### src/verilog/olsc_consts.svh
`ifndef OLSC_CONSTS_SVH
`define OLSC_CONSTS_SVH
// ***********************************
// command codes
// ***********************************
`define OLSC_CMD_READ_LOCK 8'h2b
`define OLSC_CMD_WRITE_LOCK 8'ha3
`define OLSC_CMD_ENTER_OTP 8'ha1
`define OLSC_CMD_LEAVE_OTP 8'ha2
`define OLSC_CMD_PAUSE_EN 8'ha4
`define OLSC_CMD_WRITE_ALLOW 8'ha5
// ***********************************
// lock status fields
// ***********************************
`define OLSC_BIT_FACTORY 0
`define OLSC_BIT_LOCK 1
`define OLSC_BIT_CP 4
`define OLSC_STATUS_RESET 8'h00
`define OLSC_OTP_BITS 512
`endif

### src/verilog/olsc_pkg.sv
`default_nettype none
package olsc_pkg;
   typedef enum logic [1:0] {
      OLSC_IDLE = 2'b00,
      OLSC_CMD = 2'b01,
      OLSC_READ = 2'b10,
      OLSC_SKIP = 2'b11
   } olsc_phase_e;

   typedef struct packed {
      logic cs_s1;
      logic cs_s2;
      logic cs_d;
      logic sck_s1;
      logic sck_s2;
      logic sck_d;
      logic si_s1;
      logic si_s2;
      logic pin_s1;
      logic pin_s2;
      logic [2:0] bit_cnt;
      logic [1:0] nbytes;
      logic [7:0] sh;
      logic sel;
      logic fall;
      logic byte_done;
      logic [7:0] byte_val;
      logic frame_end;
      logic boundary;
   } olsc_shift_s;

   typedef struct packed {
      olsc_phase_e phase;
      logic [7:0] cmd;
      logic [2:0] out_idx;
      logic otp_mode;
      logic lock_bit;
      logic factory_bit;
      logic cp_bit;
      logic write_latch_flag;
      logic pause_mode;
      logic so;
      logic so_oe;
      logic dev_reset;
      logic pause;
      logic main_block;
      logic prog_block;
      logic [7:0] status;
   } olsc_ctrl_s;
endpackage : olsc_pkg
`default_nettype wire

### src/verilog/olsc_link_if.sv
`timescale 1ns/100ps
`default_nettype none
interface olsc_link_if;
   logic sel;
   logic fall;
   logic byte_done;
   logic [7:0] byte_val;
   logic frame_end;
   logic boundary;
   logic pin_low;
   modport src (output sel, fall, byte_done, byte_val, frame_end, boundary, pin_low);
   modport dst (input sel, fall, byte_done, byte_val, frame_end, boundary, pin_low);
endinterface : olsc_link_if
`default_nettype wire

### src/verilog/olsc_shift.sv
`timescale 1ns/100ps
`default_nettype none
module olsc_shift (
   input wire logic clk_in,
   input wire logic rst_in,
   input wire logic cs_n_in,
   input wire logic sclk_in,
   input wire logic si_in,
   input wire logic multi_n_in,
   olsc_link_if.src lk
);
   import olsc_pkg::*;

   olsc_shift_s r_reg;
   olsc_shift_s r_next;

   // ***********************************
   // sync, edge find, byte assembly
   // ***********************************
   always_comb
   begin
      r_next = r_reg;
      r_next.cs_s1 = cs_n_in;
      r_next.cs_s2 = r_reg.cs_s1;
      r_next.cs_d = r_reg.cs_s2;
      r_next.sck_s1 = sclk_in;
      r_next.sck_s2 = r_reg.sck_s1;
      r_next.sck_d = r_reg.sck_s2;
      r_next.si_s1 = si_in;
      r_next.si_s2 = r_reg.si_s1;
      r_next.pin_s1 = multi_n_in;
      r_next.pin_s2 = r_reg.pin_s1;
      r_next.sel = !r_reg.cs_s2;
      r_next.fall = 1'b0;
      r_next.byte_done = 1'b0;
      // boundary judged on counts before they are cleared
      r_next.frame_end = r_reg.cs_s2 && !r_reg.cs_d;
      r_next.boundary = (r_reg.bit_cnt == 3'h0) && (r_reg.nbytes == 2'h1);
      if (r_reg.cs_s2)
      begin
         r_next.bit_cnt = 3'h0;
         r_next.nbytes = 2'h0;
      end
      else if (r_reg.sck_s2 && !r_reg.sck_d)
      begin
         r_next.sh = {r_reg.sh[6:0], r_reg.si_s2};
         r_next.bit_cnt = r_reg.bit_cnt + 3'h1;
         if (r_reg.bit_cnt == 3'h7)
         begin
            r_next.byte_done = 1'b1;
            r_next.byte_val = {r_reg.sh[6:0], r_reg.si_s2};
            // saturate: only "exactly one byte" matters
            if (r_reg.nbytes != 2'h3)
               r_next.nbytes = r_reg.nbytes + 2'h1;
         end
      end
      else if (!r_reg.sck_s2 && r_reg.sck_d)
         r_next.fall = 1'b1;
   end

   always_ff @(posedge clk_in)
   begin
      if (rst_in)
      begin
         r_reg <= '0;
         r_reg.cs_s1 <= 1'b1;
         r_reg.cs_s2 <= 1'b1;
         r_reg.cs_d <= 1'b1;
         r_reg.pin_s1 <= 1'b1;
         r_reg.pin_s2 <= 1'b1;
      end
      else
         r_reg <= r_next;
   end

   assign lk.sel = r_reg.sel;
   assign lk.fall = r_reg.fall;
   assign lk.byte_done = r_reg.byte_done;
   assign lk.byte_val = r_reg.byte_val;
   assign lk.frame_end = r_reg.frame_end;
   assign lk.boundary = r_reg.boundary;
   assign lk.pin_low = !r_reg.pin_s2;
endmodule : olsc_shift
`default_nettype wire

### src/verilog/olsc_top.sv
`timescale 1ns/100ps
`default_nettype none
`include "olsc_consts.svh"
// Operation
// - enter command switches accesses to otp region
// - leave command returns accesses to main array
// - lock status readable any time, repeatedly
// - after read byte, status shifts out until deselect
// - bit 0 reports factory lock, read only
// - write command sets customer lock bit
// - locked bit blocks bit changes and otp program
// - otp mode blocks main array access
// - bit 4 shows streaming program mode, default 0
// - streaming end clears latch and bit 4
// - lock write needs no write allow
// - lock write rejected unless select rises on boundary
// - in otp mode lock write ignored
// - shared pin is reset input after power on
// - pause enable makes pin pause until power off
// - pause enable ignored in deep power down
// - power up lands in standby, selectable
// - power on reset clears write latch
module olsc_top (
   input wire logic clk_in,
   input wire logic rst_in,
   input wire logic cs_n_in,
   input wire logic sclk_in,
   input wire logic si_in,
   input wire logic multi_n_in,
   input wire logic factory_lock_in,
   input wire logic nv_lock_in,
   input wire logic deep_pd_in,
   input wire logic cp_start_in,
   input wire logic cp_end_in,
   output logic so_out,
   output logic so_oe_out,
   output logic otp_mode_out,
   output logic main_block_out,
   output logic otp_prog_block_out,
   output logic write_latch_out,
   output logic pause_mode_out,
   output logic dev_reset_out,
   output logic pause_out,
   output logic [7:0] lock_status_out
);
   import olsc_pkg::*;

   olsc_ctrl_s r_reg;
   olsc_ctrl_s r_next;

   olsc_link_if lk ();

   olsc_shift olsc_shift_i (
      .clk_in(clk_in),
      .rst_in(rst_in),
      .cs_n_in(cs_n_in),
      .sclk_in(sclk_in),
      .si_in(si_in),
      .multi_n_in(multi_n_in),
      .lk(lk)
   );

   // ***********************************
   // command decode and status
   // ***********************************
   always_comb
   begin
      r_next = r_reg;
      // streaming engine events; clear first so a later set wins
      if (cp_end_in)
      begin
         r_next.cp_bit = 1'b0;
         r_next.write_latch_flag = 1'b0;
      end
      if (cp_start_in)
         r_next.cp_bit = 1'b1;
      if (lk.frame_end)
      begin
         r_next.phase = OLSC_IDLE;
         r_next.so_oe = 1'b0;
         r_next.so = 1'b0;
         // deep power down ignores everything executed at deselect
         if (lk.boundary && !deep_pd_in)
         begin
            unique case (r_reg.cmd)
               `OLSC_CMD_ENTER_OTP: r_next.otp_mode = 1'b1;
               `OLSC_CMD_LEAVE_OTP: r_next.otp_mode = 1'b0;
               `OLSC_CMD_WRITE_ALLOW: r_next.write_latch_flag = 1'b1;
               `OLSC_CMD_PAUSE_EN: r_next.pause_mode = 1'b1;
               `OLSC_CMD_WRITE_LOCK:
               begin
                  // no latch check here: this write stands alone
                  if (!r_reg.otp_mode)
                     r_next.lock_bit = 1'b1;
               end
               default: r_next.cmd = r_reg.cmd;
            endcase
         end
      end
      else
      begin
         unique case (r_reg.phase)
            OLSC_IDLE:
               if (lk.sel)
                  r_next.phase = OLSC_CMD;
            OLSC_CMD:
               if (lk.byte_done)
               begin
                  r_next.cmd = lk.byte_val;
                  r_next.out_idx = 3'h0;
                  // read is taken whatever else is busy
                  r_next.phase = (lk.byte_val == `OLSC_CMD_READ_LOCK) ? OLSC_READ
                                                                      : OLSC_SKIP;
               end
            OLSC_READ:
               if (lk.fall)
               begin
                  r_next.so_oe = 1'b1;
                  r_next.so = r_reg.status[3'h7 - r_reg.out_idx];
                  r_next.out_idx = r_reg.out_idx + 3'h1;
               end
            OLSC_SKIP:
               r_next.phase = OLSC_SKIP;
         endcase
      end
      r_next.status = `OLSC_STATUS_RESET;
      r_next.status[`OLSC_BIT_FACTORY] = r_next.factory_bit;
      r_next.status[`OLSC_BIT_LOCK] = r_next.lock_bit;
      r_next.status[`OLSC_BIT_CP] = r_next.cp_bit;
      r_next.main_block = r_next.otp_mode;
      r_next.prog_block = r_next.lock_bit;
      r_next.dev_reset = !r_next.pause_mode && lk.pin_low;
      r_next.pause = r_next.pause_mode && lk.pin_low;
   end

   // straps are caught while reset is held; they are static levels
   always_ff @(posedge clk_in)
   begin
      if (rst_in)
      begin
         r_reg <= '0;
         r_reg.phase <= OLSC_IDLE;
         r_reg.factory_bit <= factory_lock_in;
         r_reg.lock_bit <= nv_lock_in;
         r_reg.prog_block <= nv_lock_in;
         r_reg.status <= {6'h00, nv_lock_in, factory_lock_in};
      end
      else
         r_reg <= r_next;
   end

   assign so_out = r_reg.so;
   assign so_oe_out = r_reg.so_oe;
   assign otp_mode_out = r_reg.otp_mode;
   assign main_block_out = r_reg.main_block;
   assign otp_prog_block_out = r_reg.prog_block;
   assign write_latch_out = r_reg.write_latch_flag;
   assign pause_mode_out = r_reg.pause_mode;
   assign dev_reset_out = r_reg.dev_reset;
   assign pause_out = r_reg.pause;
   assign lock_status_out = r_reg.status;

   wire logic exec_ok = lk.frame_end && lk.boundary && !deep_pd_in;
endmodule : olsc_top
`default_nettype wire

### config.mk
export PLATFORM = sky130hd
export DESIGN_NAME = olsc_top
export DESIGN_NICKNAME = d
export VERILOG_FILES = /design/src/verilog/olsc_pkg.sv /design/src/verilog/olsc_link_if.sv /design/src/verilog/olsc_shift.sv /design/src/verilog/olsc_top.sv
export VERILOG_INCLUDE_DIRS = /design/src /design/src/verilog
export SDC_FILE = /design/constraint.sdc
export NUM_CORES = 1
export LEC_CHECK = 0
export BUFFER_PORTS_ARGS = -buffer_cell sky130_fd_sc_hd__buf_2
export CORE_MARGIN = 1
export CORE_UTILIZATION = 40
export CTS_BUF_LIST = sky130_fd_sc_hd__clkbuf_4 sky130_fd_sc_hd__clkbuf_8
export DETAILED_ROUTE_END_ITERATION = 10
export PLACE_DENSITY = 0.58
export SLEW_MARGIN = 20
export SYNTH_ARGS = -nofsm -noshare
export SYNTH_HDL_FRONTEND = slang
export SYNTH_SLANG_ARGS = --single-unit
### constraint.sdc
create_clock -name clk_in -period 2.1 [get_ports clk_in]
set_input_delay 0.105 -clock clk_in [delete_from_list [all_inputs] [get_ports clk_in]]
set_output_delay 0.105 -clock clk_in [all_outputs]
set_load 0.02 [all_outputs]
# --- Yosys cells after proc, flatten, opt, wreduce, memory -nomap -nowiden ---
# Index checks and enable logic that the tools add are counted.
classes:
  magnitude_cmp: 1
  n_addsub: 4
  n_eq_ne: 15
  n_reduce_logical: 29
  n_bitwise: 3
  mux: 25
ops:
  columns: ["cell", "n"]
  rows:
  - ["$eq 8x8->1 const B", 5]
  - ["$mux 19", 1]
  - ["$mux 2", 9]
  - ["$mux 13", 1]
  - ["$reduce_and 3->1", 4]
  - ["$mux 9", 1]
  - ["$eq 8x6->1 const B", 1]
  - ["$mux 1", 8]
  - ["$logic_and 1x1->1", 7]
  - ["$logic_not 1->1", 7]
  - ["$add 3x1->3 const B", 2]
  - ["$ne 2x1->1 const B", 3]
  - ["$pmux 2 s3", 1]
  - ["$pmux 3 s2", 1]
  - ["$reduce_or 3->1", 2]
  - ["$eq 2x1->1 const B", 2]
  - ["$eq 2x2->1 const B", 2]
  - ["$lt 3x4->1 const B", 1]
  - ["$reduce_and 2->1", 2]
  - ["$reduce_and 4->1", 1]
  - ["$reduce_or 2->1", 2]
  - ["$bmux 1 s3", 1]
  - ["$eq 3x3->1 const B", 1]
  - ["$logic_not 3->1", 1]
  - ["other kinds (9)", 11]
totals:
  out_inout_bits: 17
  in_bits: 11
  word_cells: 111
  register_bits: 66

# --- Logic depth before layout (Yosys ltp) ---
logic_depth:
  word_depth: 7
  mapped_depth: 6
  mapped_depth_nobuf: 5

# --- By module ---
# Synthesis repeated with hierarchy kept, for this count alone.
unflattened:
  hier_cells: 244
  area_unflattened_um2: 2378.5
modules_own_cells:
  columns: ["module", "area_each_um2", "cells_per_inst", "seq_area_each_um2", "instances"]
  rows:
  - ["olsc_shift", 1273.7, 125, 700.7, 1]
  - ["olsc_top", 1104.8, 119, 500.5, 1]

# --- Least setup slack after synthesis ---
# Ideal clock, no wire load.
synth_timing:
  path_type: "reg-to-reg"
  start: "reg olsc_shift_i.r_reg[23] (netlist name)"
  end: "reg olsc_shift_i.r_reg, in the netlist olsc_shift_i.lk.byte_val[5]"
  slack_ns: 0.614
  synth_period_minus_slack_ns: 1.486
  arrival_time_ns: 1.358
  path_buffers: 1
  stages_incl_launch_ff: 7
  setup_ns: 0.128
  t_required_ns: 1.972
  path_cell_list: "dfxtp_1 > ha_1 > ha_1 > nor4bb_1 > buf_2 > mux2i_1 > nor2_1"
synth_between:
  elab_chain_len: 2
synth_rtl:
  columns: ["item", "line_no", "source"]
  rows:
  - ["from (decl)", "olsc_shift.sv:14", "olsc_shift_s r_reg;"]
  - ["from (signal assigned)", "olsc_shift.sv:73", "r_reg <= r_next;"]
  - ["$eq 3x3->1", "olsc_shift.sv:48", "if (r_reg.bit_cnt == 3'h7)"]
  - ["$reduce_and 3->1 (no source line)", null, null]
# Every way passes these cells.
# A chain may end at the register's enable or synchronous reset.

# --- Worst setup path after layout ---
layout_timing:
  start: "reg olsc_shift_i.r_reg[23] (netlist name)"
  end: "reg olsc_shift_i.r_reg, in the netlist olsc_shift_i.lk.byte_val[7]"
# The elaborated chain is that of the path after synthesis.

==> impl_metrics.toml <==
[sta]
timing.fmax_mhz = 638
tightest_slew_ns = 0.555
rsz0062_at_grt = "no"
max-slew-margin-rel_pct = 63.0
setup_tns_ns = 0
finalHoldViolations = 0
setup_viol = 0
holdWs_ns = 0.0352
period_needed_ns = 1.57
fin_skew_ns = 0.00341
report.final.slew_viol_count = 0
finalCritPeriodShare_pct = 74.6

[global_route]
grt_pass1_vias = 1404
grt-ovfl-total = 0
grt_pass1_wl_um = 6240
grt_use_total_pct = 14.0
grt_max_degree = 30
antenna_found_initial = 0

[worst_setup_path]
critPathRequiredTime_ns = 2.31
worstSetupPathType = "reg2reg"
worstSetupStartpointType = "register"
path_max_fanout = 8
worst-path-buf-inv = 1
cp_common_cell = "ha_1"
crit_chain = "ha_1 -> ha_1 -> nor4bb_2 -> buf_4 -> mux2i_1 -> nor2_1"
worstSetupEndpointType = "register"
crit_path_max_incr_delay_ns = 0.36
worstPathArrival_ns = 1.78
cp_top_family = "flip-flops"
cp_slowest_cell = "dfxtp_1"

[clock_network]
clockBufferDepth = 2
cts_setup_buffers = 0
cts_tree = "done"
clkLatencyLatePin_ns = 0.34
clkSinkCount = 59
clk_pin_slew_ns = 0.06
cts_root_buf = "clkbuf_8"
cts_made_buffers = 9
cts_max_level = 3

[route]
drt-vias-per-instance = 4.57
antenna_left = 0
wl_um = 3750
drtPass1Iterations = 4
num_vias = 1537
drt-initial-drc-count = 74
wl_per_cell_um = 11.2
drt_drc_violations_left = 0

[synthesis]
synth_cell_types = 40
syn_inst = 231
synth.top_cell.area_share_pct = 49.6
synth.ff_latch_count = 59
yosysWarnings = 0
syn-cell-area_um2 = 2300
synth_edf_count = 2
synthArstFlopShare_pct = 0
yosys_most_used_dff = "dfxtp_1"
avgSynthCellArea_um2 = 9.97
seq_area_frac_synth_pct = 52.2
synthTopCellsByArea = "dfxtp_1, mux2i_1, nand2_1"
synth_top_cell_by_area = "dfxtp_1"

[layout]
utilization_pct = 48.7
nets = 276
fill_cells = 538
largest_reg_flops = 16
final_area_um2 = 2700
n_antenna_cell = 0
syn2layout_area_growth_pct = 17.2
drive_above_1_share_pct = 22.0

[place]
dp_hpwl_um = 2540
place_area_um2 = 2440
gp_congestion = 0.744
io_buffers = 22

[floorplanning]
io_pins = 28
dieArea_um2 = 6060
die_width_um = 77.9
rows = 27
core-area_um2 = 5540
dieHeight_um = 77.9
start_util_pct = 41.6

[flow_run]
max-cap-violations = 0

[power_and_ir_drop]
leakage_nw = 1.03
peakVddDrop_mv = 0.374
cellPowerDensity_nw_per_um2 = 830

[hold_path]
min_path_type = "in2reg"

[run_status]
status = "completed"
[per-stage QoR]
step,worst slack [ns],std cells,power [mW]
after floorplan,0.614,235,1.24
after global placement,0.568,314,1.25
after detailed placement,0.515,314,1.25
after CTS,0.511,336,2.28
after global routing,0.379,336,2.32
final,0.533,336,2.24
[Yosys cell counts (2+ instances only)]
library cell  number
mux2i_1           18
clkbuf_1           2
and3_1             2
dfxtp_1           57
a21oi_1           12
nor4bb_1           2
nor2_1            24
nor3_1             5
or2_2              5
o21ai_0            3
xnor2_1            3
and4bb_2           5
nand2_1           25
nand3_1            3
nor2b_1            7
mux2_2             2
nor3b_1            5
inv_1              8
buf_2              6
ha_1               6
nand4bb_1          2
buf_1              2
edfxtp_1           2
buf_4              9
[power by group]
group | switching (mW) | total, mW | internal, mW
logic | 0.0461 | 0.0809 | 0.0348
clock network | 0.420 | 1.01 | 0.587
registers | 0.00898 | 1.15 | 1.14
total | 0.475 | 2.24 | 1.76
[layer usage]
layer,wire (µm),vias up,share of wire [%],global-route usage [%]
met5,0,-,0,0
met4,76,0,2.0,7.36
met3,198,9,5.3,7.18
met2,1580,29,42,21.2
met1,1900,670,50,15.9
li1,-,829,-,-
[repair_timing]
item                                    4_1_cts  5_1_grt
hold buffers                                  6        0
endpoints found under the setup margin        0        0
gates resized for setup                       0        0
endpoints found under the hold margin         7        0
[area by class of cell]
class / instances / area [µm²] / share of cell area, %
clock inverter: 5 / 51.3 / 1.90
clock buffer: 11 / 145 / 5.38
timing repair buffer: 32 / 200 / 7.42
sequential: 59 / 1200 / 44.5
inverter: 8 / 30.0 / 1.11
tap: 72 / 90.1 / 3.34
multi-input combinational: 149 / 980 / 36.3
[worst paths after layout]
kind	start	end	slack, ns	cells past startpoint
hold / removal	nv_lock_in	lock_status_out[1]	0.04	3
setup reg to reg	olsc_shift_i.r_reg[23]	olsc_shift_i.lk.byte_val[7]	0.53	6
setup / recovery	olsc_shift_i.r_reg[23]	olsc_shift_i.lk.byte_val[7]	0.53	6
hold reg to reg	olsc_shift_i.r_reg[33]	olsc_shift_i.lk.frame_end	0.38	1
[cells by family (layout without fill, tap and decap cells)]
group,Yosys count,count (layout),share of synthesized area (%)
AOI/OAI and AO/OA,23,23,6.09
xor gates and xnor gates,3,3,1.14
adders and majority gates,6,6,3.26
buffers and inverters,27,56,6.20
DFF,59,59,52.2
muxes,20,20,8.80
other,1,5,0.163
and+or+nand+nor,92,92,22.2
[cell usage in the layout, fill, tap and decap left out, types with 3 or more instances in the layout]
cell / instances
a21oi_1: 12
and4bb_2: 5
buf_2: 22
buf_4: 4
clkbuf_8: 10
clkinv_2: 3
conb_1: 5
dfxtp_1: 57
dlygate4sd3_1: 6
ha_1: 6
inv_1: 8
mux2i_1: 18
nand2_1: 25
nand3_1: 3
nor2_1: 24
nor2b_1: 7
nor3_1: 5
nor3b_1: 5
o21ai_0: 3
or2_2: 5
xnor2_1: 3
[worst reg2reg max path: cells and delay by family, from the launching register on]
family	cells	cell delay, ns
buf+inv	1	0.23
fa+ha+maj	2	0.32
flops	1	0.36
mux	1	0.20
simple gates	2	0.32
Power figures use the tool's default switching activity.
